### src/vcl_pkg.sv
// Package with register offsets, reset values and clamp target codes
// Notes on behaviour
// RULE1: Internal generator waits placement count after hsync trailing edge, then clamps.
// RULE2: Placement and duration are 8-bit; duration gives clamp length in pixel clocks.
// RULE3: External select 1 takes clamp from pin; source drives it in black period.
// RULE4: Clamp pin active level follows the clamp polarity control bit.
// RULE5: Three per-channel target bits sit in bits 0 to 2 of one register.
// RULE6: Midscale channels are clamped so converter output reads code 80h.
// RULE7: Ground channels clamp black to 00h and hold offset outside the window.
// RULE8: Selected vertical sync input drives coast generation and the sync output.
// RULE9: Host should start with placement 08h and duration 14h.
// RULE10: Works without hsync when external clock and external clamp are used.
// RULE11: Placement count restarts on each hsync trailing edge; own timing ignored when pin chosen.
package vcl_pkg;
    localparam logic [7:0] VCL_TARGET_SEL_OFS = 8'h0f;
    localparam logic [7:0] VCL_START_DELAY_OFS = 8'h10;
    localparam logic [7:0] VCL_LENGTH_OFS = 8'h11;
    localparam logic [7:0] VCL_CONTROL_OFS = 8'h12;
    localparam logic [7:0] VCL_TARGET_SEL_RST = 8'h00;
    localparam logic [7:0] VCL_START_DELAY_RST = 8'h08;
    localparam logic [7:0] VCL_LENGTH_RST = 8'h14;
    localparam logic [7:0] VCL_CONTROL_RST = 8'h00;
    localparam logic [7:0] VCL_OFFSET_RST = 8'h80;
    localparam int VCL_CTL_EXT_BIT = 0;
    localparam int VCL_CTL_POL_BIT = 1;
    localparam int VCL_CTL_VSEL_BIT = 2;
    localparam int VCL_CTL_HPOL_BIT = 3;
    localparam logic [7:0] VCL_CODE_MID = 8'h80;
    localparam logic [7:0] VCL_CODE_GND = 8'h00;
endpackage

### src/vcl_clamp_timing.sv
// Clamp window generation, register port and vertical sync pass-through
module vcl_clamp_timing
    import vcl_pkg::*;
#(
    parameter int CHANNELS = 3
) (
    // Pixel clock and reset
    input wire logic ref_clk,
    input wire logic reset_n,
    // Register port from the serial interface
    input wire logic reg_wr,
    input wire logic reg_rd,
    input wire logic [7:0] reg_addr,
    input wire logic [7:0] reg_wdata,
    output logic [7:0] reg_rdata_q,
    // Sync and clamp pins
    input wire logic hsync,
    input wire logic clamp_pin,
    input wire logic vsync,
    input wire logic vsync_alt,
    output logic vertical_sync_output_q,
    output logic coast_q,
    // Converter side
    input wire logic [7:0] adc_code [CHANNELS],
    output logic [7:0] offset [CHANNELS],
    output logic [CHANNELS-1:0] midscale_q,
    output logic clamp_q
);
    logic [7:0] target_sel_q;
    logic [7:0] start_delay_q;
    logic [7:0] length_q;
    logic [7:0] control_q;
    logic hs_q;
    logic hs_trail;
    logic [8:0] count_q;
    logic int_clamp_q;
    logic ext_active;
    logic clamp_d;
    logic vs_sel;

    typedef enum logic [1:0] {
        VCL_IDLE_type = 2'b00,
        VCL_WAIT_type = 2'b01,
        VCL_CLAMP_type = 2'b10
    } vcl_state_type;
    vcl_state_type state_q;

    // Register writes
    always_ff @(posedge ref_clk or negedge reset_n) begin
        if (!reset_n) begin
            target_sel_q <= VCL_TARGET_SEL_RST;
            start_delay_q <= VCL_START_DELAY_RST; // RULE9
            length_q <= VCL_LENGTH_RST; // RULE9
            control_q <= VCL_CONTROL_RST;
        end else if (reg_wr) begin
            unique case (reg_addr)
                VCL_TARGET_SEL_OFS: target_sel_q <= {5'h00, reg_wdata[2:0]}; // RULE5
                VCL_START_DELAY_OFS: start_delay_q <= reg_wdata; // RULE2
                VCL_LENGTH_OFS: length_q <= reg_wdata; // RULE2
                VCL_CONTROL_OFS: control_q <= {4'h0, reg_wdata[3:0]};
                default: ;
            endcase
        end
    end

    // Register reads, clamp state shown in control bit 7
    always_ff @(posedge ref_clk or negedge reset_n) begin
        if (!reset_n) begin
            reg_rdata_q <= 8'h00;
        end else if (reg_rd) begin
            unique case (reg_addr)
                VCL_TARGET_SEL_OFS: reg_rdata_q <= target_sel_q;
                VCL_START_DELAY_OFS: reg_rdata_q <= start_delay_q;
                VCL_LENGTH_OFS: reg_rdata_q <= length_q;
                VCL_CONTROL_OFS: reg_rdata_q <= {clamp_q, 3'h0, control_q[3:0]};
                default: reg_rdata_q <= 8'h00;
            endcase
        end
    end

    // Hsync trailing edge from raw pin history, so a polarity change alone makes no edge
    always_ff @(posedge ref_clk or negedge reset_n) begin
        if (!reset_n) begin
            hs_q <= 1'b0;
        end else begin
            hs_q <= hsync;
        end
    end
    assign hs_trail = (hs_q ^ control_q[VCL_CTL_HPOL_BIT]) && !(hsync ^ control_q[VCL_CTL_HPOL_BIT]);

    // Internal clamp window generator
    always_ff @(posedge ref_clk or negedge reset_n) begin
        if (!reset_n) begin
            state_q <= VCL_IDLE_type;
            count_q <= 9'h000;
            int_clamp_q <= 1'b0;
        end else if (hs_trail) begin
            count_q <= 9'h000; // RULE11
            int_clamp_q <= 1'b0;
            state_q <= VCL_WAIT_type; // RULE1
        end else begin
            unique case (state_q)
                VCL_IDLE_type: int_clamp_q <= 1'b0;
                VCL_WAIT_type: begin
                    if (count_q[7:0] == start_delay_q) begin
                        count_q <= 9'h000;
                        int_clamp_q <= (length_q != 8'h00); // RULE1
                        state_q <= (length_q != 8'h00) ? VCL_CLAMP_type : VCL_IDLE_type;
                    end else begin
                        count_q <= count_q + 9'h001;
                    end
                end
                VCL_CLAMP_type: begin
                    if (count_q[7:0] == length_q - 8'h01) begin
                        int_clamp_q <= 1'b0; // RULE2
                        state_q <= VCL_IDLE_type;
                    end else begin
                        count_q <= count_q + 9'h001;
                    end
                end
                default: state_q <= VCL_IDLE_type;
            endcase
        end
    end

    // Clamp source select and pin polarity
    assign ext_active = clamp_pin ^ control_q[VCL_CTL_POL_BIT]; // RULE4
    assign clamp_d = control_q[VCL_CTL_EXT_BIT] ? ext_active : int_clamp_q; // RULE3 RULE10 RULE11

    always_ff @(posedge ref_clk or negedge reset_n) begin
        if (!reset_n) begin
            clamp_q <= 1'b0;
            midscale_q <= '0;
        end else begin
            clamp_q <= clamp_d;
            midscale_q <= target_sel_q[CHANNELS-1:0]; // RULE5
        end
    end

    // Vertical sync selection, pass-through and coast
    assign vs_sel = control_q[VCL_CTL_VSEL_BIT] ? vsync_alt : vsync;
    always_ff @(posedge ref_clk or negedge reset_n) begin
        if (!reset_n) begin
            vertical_sync_output_q <= 1'b0;
            coast_q <= 1'b0;
        end else begin
            vertical_sync_output_q <= vs_sel; // RULE8
            coast_q <= vs_sel; // RULE8
        end
    end

    // One offset servo per converter
    for (genvar i = 0; i < CHANNELS; i++) begin : g_ch
        vcl_offset_loop u_loop (
            .ref_clk(ref_clk),
            .reset_n(reset_n),
            .clamp_active(clamp_q),
            .midscale_sel(midscale_q[i]),
            .adc_code(adc_code[i]),
            .offset_q(offset[i])
        );
    end

    // Clamp opens placement+1 cycles after the trailing edge
    property p_start;
        @(posedge ref_clk) disable iff (!reset_n)
            (hs_trail && !reg_wr && !control_q[VCL_CTL_EXT_BIT] && start_delay_q == 8'h08 && length_q != 8'h00)
            ##1 (!hs_trail && !reg_wr) [*8] ##1 (!hs_trail && !reg_wr) |=> int_clamp_q;
    endproperty
    a_start: assert property (p_start) else $error("clamp did not start after placement"); // RULE1

    // Clamp not open during placement wait
    property p_wait;
        @(posedge ref_clk) disable iff (!reset_n) state_q == VCL_WAIT_type |-> !int_clamp_q;
    endproperty
    a_wait: assert property (p_wait) else $error("clamp open during wait"); // RULE1

    // Helper: cycles the window has been open, and whether no write or edge disturbed it
    logic [8:0] win_cnt_q;
    logic win_clean_q;
    always_ff @(posedge ref_clk or negedge reset_n) begin
        if (!reset_n) begin
            win_cnt_q <= 9'h000;
            win_clean_q <= 1'b1;
        end else begin
            win_cnt_q <= int_clamp_q ? win_cnt_q + 9'h001 : 9'h000;
            win_clean_q <= int_clamp_q ? (win_clean_q && !hs_trail && !reg_wr) : 1'b1;
        end
    end

    // Undisturbed clamp window lasts exactly the programmed length
    property p_len;
        @(posedge ref_clk) disable iff (!reset_n)
            $fell(int_clamp_q) && win_clean_q |-> win_cnt_q == {1'b0, length_q};
    endproperty
    a_len: assert property (p_len) else $error("clamp window length wrong"); // RULE2

    // External select follows the pin
    property p_ext;
        @(posedge ref_clk) disable iff (!reset_n)
            control_q[VCL_CTL_EXT_BIT] && !reg_wr |=> clamp_q == $past(ext_active);
    endproperty
    a_ext: assert property (p_ext) else $error("external clamp not followed"); // RULE3

    // Polarity inverts the pin
    property p_pol;
        @(posedge ref_clk) disable iff (!reset_n)
            control_q[VCL_CTL_EXT_BIT] && control_q[VCL_CTL_POL_BIT] && !reg_wr |=> clamp_q == !$past(clamp_pin);
    endproperty
    a_pol: assert property (p_pol) else $error("clamp polarity wrong"); // RULE4

    // Target bits reach the channels
    property p_tgt;
        @(posedge ref_clk) disable iff (!reset_n) ##1 midscale_q == $past(target_sel_q[CHANNELS-1:0]);
    endproperty
    a_tgt: assert property (p_tgt) else $error("target select not applied"); // RULE5

    // Vertical sync passes through and feeds coast
    property p_vs;
        @(posedge ref_clk) disable iff (!reset_n)
            ##1 vertical_sync_output_q == $past(vs_sel) && coast_q == vertical_sync_output_q;
    endproperty
    a_vs: assert property (p_vs) else $error("vertical sync not forwarded"); // RULE8

    // Trailing edge restarts the count
    property p_restart;
        @(posedge ref_clk) disable iff (!reset_n) hs_trail |=> state_q == VCL_WAIT_type && count_q == 9'h000;
    endproperty
    a_restart: assert property (p_restart) else $error("placement not restarted"); // RULE11
endmodule

### src/vcl_offset_loop.sv
// Per-channel offset servo that steers converter output to a clamp target
module vcl_offset_loop
    import vcl_pkg::*;
(
    // Clock and reset
    input wire logic ref_clk,
    input wire logic reset_n,
    // Control
    input wire logic clamp_active,
    input wire logic midscale_sel,
    input wire logic [7:0] adc_code,
    // Result
    output logic [7:0] offset_q
);
    logic [7:0] target;

    // Target choice per channel
    assign target = midscale_sel ? VCL_CODE_MID : VCL_CODE_GND; // RULE6 RULE7

    // Step offset during clamp, hold it otherwise
    always_ff @(posedge ref_clk or negedge reset_n) begin
        if (!reset_n) begin
            offset_q <= VCL_OFFSET_RST;
        end else if (clamp_active) begin
            if (adc_code > target && offset_q != 8'h00) begin
                offset_q <= offset_q - 8'h01; // RULE7
            end else if (adc_code < target && offset_q != 8'hff) begin
                offset_q <= offset_q + 8'h01; // RULE6
            end
        end
    end

    // Offset frozen outside the clamp window
    property p_hold;
        @(posedge ref_clk) disable iff (!reset_n) !clamp_active |=> $stable(offset_q);
    endproperty
    a_hold: assert property (p_hold) else $error("offset moved outside clamp"); // RULE7
endmodule

### config.mk
export PLATFORM = sky130hd
export DESIGN_NAME = vcl_clamp_timing
export DESIGN_NICKNAME = d
export VERILOG_FILES = /design/src/vcl_pkg.sv /design/src/vcl_clamp_timing.sv /design/src/vcl_offset_loop.sv
export SDC_FILE = /design/constraint.sdc
export NUM_CORES = 1
export LEC_CHECK = 0
export ABC_AREA = 0
export CAP_MARGIN = 40
export CORE_UTILIZATION = 25
export CTS_BUF_LIST = sky130_fd_sc_hd__clkbuf_4 sky130_fd_sc_hd__clkbuf_8 sky130_fd_sc_hd__clkbuf_16
export DETAILED_ROUTE_END_ITERATION = 10
export DONT_BUFFER_PORTS = 1
export MAX_ROUTING_LAYER = met4
export PLACE_DENSITY = 0.49
export SYNTH_ARGS = -nofsm -noshare
export SYNTH_HDL_FRONTEND = slang
export SYNTH_SLANG_ARGS = --single-unit
### constraint.sdc
create_clock -name ref_clk -period 3.2 [get_ports ref_clk]
set_input_delay 0 -clock ref_clk [delete_from_list [all_inputs] [get_ports ref_clk]]
set_output_delay 0 -clock ref_clk [all_outputs]
set_load 0.005 [all_outputs]
==> metrics, run 1 <==
setup slack at placement=114 ps; fraction of the cycle the final worst path needs=between 90% and 100%; Die H=135 microns; clock slew at reported path FFs=~60 ps; capture point of the worst reg-to-reg path=g_ch[1].u_loop.offset_q[7]; Placed Cells=670; all-layer global routing usage=13.1%; Post-route DRC=0; sort of element at the start of the critical path=register; layout overhead on the synthesized area=21.2%; commonest register cell after synthesis=dfrtp_1; Avg Synthesized Cell Area=10.0 sq um; fraction of the mapped netlist area in simple logic gates=15.2%; Commonest cells post-synth=dfrtp_1, nand2_1, inv_1, mux2_2, o21ai_0; Worst Hold Class=input pin to register; average routed wire per standard cell=15.8 microns; setup slack of the most critical reg-to-reg path=250 ps; slew at the pin with the worst max-slew slack=708 ps; Yosys top cell area share=37.1%; number of clock sinks=72; Detailed Route Iter0 Violations=approximately 110; xor and xnor area share after synthesis=under 10%; num ports=86; Inserted Clock Buffers=9; number of storage elements in the synthesis netlist=72; gp weighted congestion=0.842; PD cells=~790 nW/um^2; sequential element share of the synthesized area=40.7%; Worst Setup Path Type=register to register; Worst Slack Setup Final=roughly 250 ps; vias in the first global route=3457; status=finished, final reports clean; DIE AREA=18300 sq um; vias=3404; peak clock frequency supported by timing=0.338 GHz; Min Clock Period, post-route=2950 ps; multiplexer fraction of the synthesized cell area=8.52%; Initial DRT Pass Iterations=4; worst max-slew margin expressed relative to the limit=52.7%; Max Buffers Root-to-Sink=2; largest voltage drop on the vdd net=359 uV; final hold slack=27.7 ps; dominant combinational cell family by area after synthesis=simple AND/OR/NAND/NOR gates; clock latency on the worst-skew pair=340 ps; Port Buffers=0; Detailed Route WL=11.1 mm; max-capacitance violation count=0; most area-hungry cell type in the Yosys netlist=dfrtp_1; sum of overflow across all layers after global routing=0; number of cells produced by synthesis=between 400 and 500; total of endpoints with negative setup slack in the final report=0; critical path capture point type=register; Post-Syn Area=about 4400 sq um; Post-CTS Setup Repair Bufs=0; first-pass GRT wire length=17.9 mm; launching instance or port of the critical path=midscale_q[1]; pin count of the biggest net entering global routing=73; Data required, critical path=3460 ps; ratio of cells with drive above 1 in the final layout=18.1%; Async SR Flop Fraction=100%; width of the die=135 microns; count of yosys warnings during synthesis=0; worst clock skew on the final layout=about 9.2 ps; count of pins over their slew limit=0; Mapped Nets=520; routed via count divided by cell count=4.81; top fanout value on the critical path=7; number of routed nets with antenna violations=0; Cell Rows=48; Hold Fails Final Rpt=0; Clk Tree Root Cell=clkbuf_16; non-filler instance count after layout=707; CORE AREA=17400 sq um; total half-perimeter wirelength after legalization and detailed placement=8.30 mm; total negative slack=0 ps; worst setup path endpoint=g_ch[1].u_loop.offset_q[7]; post-synthesis compound-gate area fraction=~15%; number of cells on the worst reg-to-reg path=13; signal arrival time at the worst endpoint=3210 ps; number of levels in the clock H-tree=3; Reg-to-Reg Start=midscale_q[1]; initial core utilization=25.6%; top cells by area in the synthesized netlist=dfrtp_1, mux2_2, ha_1, xor2_1, dfstp_2; Post-synth EDFFs=0; most used standard cell by instance count after synthesis=dfrtp_1; adder and majority cell fraction of the synthesized area=under 10%; library cells used by synthesis=60; antenna violations before repair=1; leakage power summed over all cells=2.37 nW; RSZ-0062 raised after global routing=false; number of nets at the end of the flow=551; TritonCTS clock tree=done
==> flip-flops by register name (all words and copies together), names as in the netlist <==
| name | flops |
|---|---|
| control_q | 4 |
| target_sel_q | 3 |
| state_q | 2 |
| int_clamp_q | 1 |
| count_q | 8 |
| midscale_q | 3 |
| length_q | 8 |
| clamp_q | 1 |
| coast_q | 1 |
| start_delay_q | 8 |
| hs_q | 1 |
| reg_rdata_q | 8 |
| g_ch.u_loop.offset_q | 24 |
==> metrics by stage <==
step,total power [mW],area [sq um],util [%]
finish,4.24,5390,31.1
global route,4.57,5390,31.1
CTS,4.28,5370,31.0
detailed placement,2.86,4760,27.4
global placement,2.80,4760,27.4
floorplan,2.47,4450,-
==> final cells by class <==
| type | count | area, sq um |
|---|---|---|
| fill | 1773 | 12000 |
| timing repair buffer | 37 | 343 |
| antenna | 1 | 2.50 |
| tap | 225 | 282 |
| clock inverter | 7 | 168 |
| sequential | 72 | 1810 |
| inverter | 31 | 116 |
| multi-input combinational | 325 | 2450 |
| clock buffer | 9 | 225 |
==> critical path, cell delays in order, from the launching register on <==
cell	delay (ps)
dfrtp_1	400
ha_1	280
nor4b_2	170
nand2_1	90
nand2_1	160
inv_2	100
ha_1	270
a21o_1	170
a21oi_1	210
nor2b_1	70
o21a_1	180
o41a_1	310
mux2_2	280
xnor2_1	170
==> report_power, final <==
group / switching, mW / internal [mW] / total [mW] / leakage, nW
combinational: 0.867 / 0.769 / 1.64 / 1.23
clock: 0.418 / 0.922 / 1.34 / 0.190
sequential: 0.202 / 1.07 / 1.27 / 0.955
total: 1.49 / 2.76 / 4.24 / 2.37
==> worst min-delay path by stage <==
stage	from	endpoint	slack [ps]	cells past startpoint
finish	hsync	state_q[1]	30	3
global route	reg_wr	target_sel_q[0]	30	2
CTS	reg_wr	target_sel_q[1]	20	2
detailed placement	reset_n	count_q[7]	-290	0
global placement	reset_n	count_q[7]	-290	0
floorplan	reset_n	clamp_q	-300	0
==> kinds of logic after synthesis <==
logic type               Yosys count
multiplexers                      34
XOR/XNOR                          39
AO/OA/AOI/OAI                     96
adder cells (fa/ha/maj)           27
flip-flops                        72
buffers and inverters             48
AND/OR/NAND/NOR                  129
==> metal layers <==
metal / up-vias / GRT usage, % / part of all wire [%]
met1: 1662 / 14.9 / 43
met4: 0 / 4.49 / 1.6
met3: 14 / 3.78 / 5.2
met5: - / - / 0
met2: 69 / 22.1 / 51
li1: 1659 / - / -
==> timing repair <==
| item | CTS | global route |
|---|---|---|
| setup endpoints to repair | 0 | 3 |
| hold buffers | 20 | 0 |
| hold endpoints to repair | 106 | 0 |
| gates resized for setup | 0 | 6 |
==> layout by cell type, fill, tap and decap left out, types with 7 or more instances in the layout <==
master,synthesis,routed
dfrtp_1,66,66
nand2_1,39,39
mux2_2,31,31
inv_1,31,29
o21ai_0,26,26
ha_1,24,24
nor2_1,23,23
xor2_1,22,22
a21oi_1,21,19
dlygate4sd3_1,0,19
xnor2_1,17,17
buf_4,4,16
nor4_1,11,11
nand4_1,10,10
nor3_1,9,9
clkbuf_16,0,9
nand3_1,7,7
nand2b_1,7,7
(Power assumes the default switching activity.)
==> run 2, diff against run 1 <==
Settings changed: ABC_AREA 0 to 1, PLACE_DENSITY 0.49 to default.
==> metrics, run 2 <==
Data required, critical path=3410 ps (was 3460 ps); signal arrival time at the worst endpoint=2850 ps (was 3210 ps); Cell Rows=50 (was 48); Filler Cells Inserted=2008 (was 1773); WHS Path Cells=3 (unchanged); Die H=140 microns (was 135 microns); top register by number of flip-flops=g_ch.u_loop.offset_q (unchanged); fraction of the cycle the final worst path needs=82.5% (was 92.3%); number of levels in the clock H-tree=3 (unchanged); average routed wire per standard cell=13.5 microns (was 15.8 microns); Worst Slack Setup Final=559 ps (was 245 ps); post-CTS sizing=0 (unchanged); first-pass GRT wire length=19.5 mm (was 17.9 mm); Commonest cells post-synth=nand2_1, inv_1, dfrtp_1, o21ai_0, nand3_1 (was dfrtp_1, nand2_1, inv_1, mux2_2, o21ai_0); Worst Setup Path Type=register to register (unchanged); clock latency on the worst-skew pair=340 ps (about the same); initial core utilization=25.5% (was 25.6%); post-synthesis compound-gate area fraction=11.4% (was 15.1%); Avg Synthesized Cell Area=7.63 sq um (was 10.0 sq um); clock slew at reported path FFs=60 ps (about the same); Reg-to-Reg Start=midscale_q[2] (was midscale_q[1]); leakage power summed over all cells=2.69 nW (was 2.37 nW); worst clock skew on the final layout=7.25 ps (was 9.17 ps); fraction of the mapped netlist area in simple logic gates=28.8% (was 15.2%); Post-route DRC=0 (unchanged); end-of-flow core utilization=29.5% (was 31.1%); PD cells=752 nW/um^2 (was 787 nW/um^2); Register Area=1810 sq um (unchanged); post-layout power=4.16 mW (was 4.24 mW); number of cells on the worst reg-to-reg path=13 (unchanged); Initial DRT Pass Iterations=4 (unchanged); number of routed nets with antenna violations=0 (unchanged); sequential element share of the synthesized area=37.7% (was 40.7%); number of storage elements in the synthesis netlist=72 (unchanged); Max Buffers Root-to-Sink=2 (unchanged); Clk Tree Root Cell=clkbuf_16 (unchanged); number of cells produced by synthesis=628 (was 445); setup slack of the most critical reg-to-reg path=560 ps (was 250 ps); number of nets at the end of the flow=721 (was 551); TritonCTS clock tree=done (unchanged); antenna violations before repair=1 (unchanged); ratio of cells with drive above 1 in the final layout=9.37% (was 18.1%); Post-CTS Setup Repair Bufs=0 (unchanged); Worst Hold Class=input pin to register (unchanged); routed via count divided by cell count=4.52 (was 4.81); DIE AREA=19700 sq um (was 18300 sq um); number of clock sinks=72 (unchanged); Hold-fix buffers, CTS=20 (unchanged); num ports=86 (unchanged); Hold Fails Final Rpt=0 (unchanged); max reg flops=24 (unchanged); non-filler instance count after layout=886 (was 707); Placed Cells=849 (was 670); xor and xnor area share after synthesis=6.39% (was 7.68%); largest voltage drop on the vdd net=262 uV (was 359 uV); total half-perimeter wirelength after legalization and detailed placement=8.95 mm (was 8.30 mm); Port Buffers=0 (unchanged); Post-Syn Area=4790 sq um (was 4450 sq um); total of endpoints with negative setup slack in the final report=0 (unchanged); sum of overflow across all layers after global routing=0 (unchanged); slew at the pin with the worst max-slew slack=547 ps (was 708 ps); library cells used by synthesis=39 (was 60); Async SR Flop Fraction=100% (unchanged); multiplexer fraction of the synthesized cell area=0% (was 8.52%); Inserted Clock Buffers=9 (unchanged); total placed instance area=5000 sq um (was 4760 sq um); layout overhead on the synthesized area=15.4% (was 21.2%); worst min-delay path endpoint=state_q[0] (was state_q[1]); RSZ-0062 raised after global routing=false (unchanged); setup slack at placement=558 ps (was 114 ps); total negative slack=0 ps (unchanged); dominant combinational cell family by area after synthesis=simple AND/OR/NAND/NOR gates (unchanged); Detailed Route WL=12.0 mm (was 11.1 mm); Min Clock Period, post-route=2640 ps (was 2950 ps); count of yosys warnings during synthesis=0 (unchanged); CORE AREA=18800 sq um (was 17400 sq um); critical path capture point type=register (unchanged); vias in the first global route=3727 (was 3457); max-capacitance violation count=0 (unchanged); top cells by area in the synthesized netlist=dfrtp_1, nand2_1, ha_1, inv_1, xor2_1 (was dfrtp_1, mux2_2, ha_1, xor2_1, dfstp_2); count of pins over their slew limit=0 (unchanged); width of the die=140 microns (was 135 microns); final non-filler cell area=5540 sq um (was 5390 sq um); vias=4008 (was 3404); all-layer global routing usage=13.1% (about the same); Yosys top cell area share=34.4% (was 37.1%); final hold slack=10.1 ps (was 27.7 ps); Mapped Nets=703 (was 520); status=finished, final reports clean (unchanged); sort of element at the start of the critical path=register (unchanged); pin count of the biggest net entering global routing=73 (unchanged); most used standard cell by instance count after synthesis=nand2_1 (was dfrtp_1); area of combinational cells with multiple inputs=2590 sq um (was 2450 sq um); Post-synth EDFFs=0 (unchanged); Detailed Route Iter0 Violations=221 (was 112); most area-hungry cell type in the Yosys netlist=dfrtp_1 (unchanged); top fanout value on the critical path=7 (unchanged); commonest register cell after synthesis=dfrtp_1 (unchanged); capture point of the worst reg-to-reg path=g_ch[2].u_loop.offset_q[6] (was g_ch[1].u_loop.offset_q[7]); worst max-slew margin expressed relative to the limit=63.2% (was 52.7%); worst min-delay path startpoint=hsync (unchanged); peak clock frequency supported by timing=0.379 GHz (was 0.338 GHz); commonest non-fill, non-tap cells in the layout=nand2_1, inv_1, dfrtp_1, o21ai_0, nand3_1 (was dfrtp_1, nand2_1, mux2_2, inv_1, o21ai_0); gp weighted congestion=0.860 (was 0.842); most common cell after layout, fill and taps aside=nand2_1 (was dfrtp_1); adder and majority cell fraction of the synthesized area=7.52% (was 8.10%)
-- run 2: cell types whose count changed after synthesis, moves of 7 or more --
cell / delta
mux2_2: -31
o21ai_0: +7
inv_2: +11
nand2_1: +151
nor2_2: +7
o21ai_1: +24
nand2b_1: -7
inv_1: +38
nand3_1: +25
-- run 2: routing by layer --
layer  GRT usage, %  vias to the layer above  share of wire, %
met1           17.6                     1812                49
met2           18.3                       94                42
met5              -                        -                 0
met4           6.35                        0               2.1
met3           3.04                       12               7.0
li1               -                     2090                 -
-- run 2: cell families (layout without fill, tap and decap cells) --
| kind of cell | count (synthesis) | in the layout |
|---|---|---|
| simple gates | 302 | 302 |
| flops | 72 | 72 |
| xor+xnor | 35 | 35 |
| other cells | 0 | 1 |
| buf+inv | 94 | 117 |
| compound gates | 98 | 98 |
| fa+ha+maj | 27 | 27 |
-- run 2: area by class of cell --
type	count	area share [%]
tap	234	5.29
timing repair buffer	20	3.93
antenna	1	0.0452
multi-input combinational	462	46.8
inverter	81	5.49
clock inverter	6	1.51
clock buffer	10	4.20
sequential	72	32.7
-- run 2: worst max path at each step --
| stage | start | endpoint | slack (ps) | depth (start not counted) |
|---|---|---|---|---|
| floorplan | midscale_q[2] | g_ch[2].u_loop.offset_q[6] | 830 | 13 |
| global placement | midscale_q[2] | g_ch[2].u_loop.offset_q[6] | 630 | 13 |
| detailed placement | midscale_q[1] | g_ch[1].u_loop.offset_q[6] | 560 | 14 |
| CTS | midscale_q[2] | g_ch[2].u_loop.offset_q[6] | 550 | 13 |
| global route | midscale_q[1] | g_ch[1].u_loop.offset_q[6] | 120 | 14 |
| finish | midscale_q[2] | g_ch[2].u_loop.offset_q[6] | 560 | 13 |
-- run 2: where the power goes --
| group | switching (mW) | internal [mW] | total (mW) |
|---|---|---|---|
| sequential | 0.350 | 1.13 | 1.48 |
| combinational | 0.915 | 0.680 | 1.60 |
| clock | 0.400 | 0.688 | 1.09 |
-- run 2: worst max-delay path, stage by stage (launching register included) --
cell and delay, ps:
dfrtp_1 400, ha_1 280, inv_1 40, nor4_1 210
nand2_1 110, nand3_1 160, inv_1 150, ha_1 370
a21oi_1 140, nand2_1 100, a21o_1 160, a21oi_1 150
xor2_1 140, o21ai_0 80
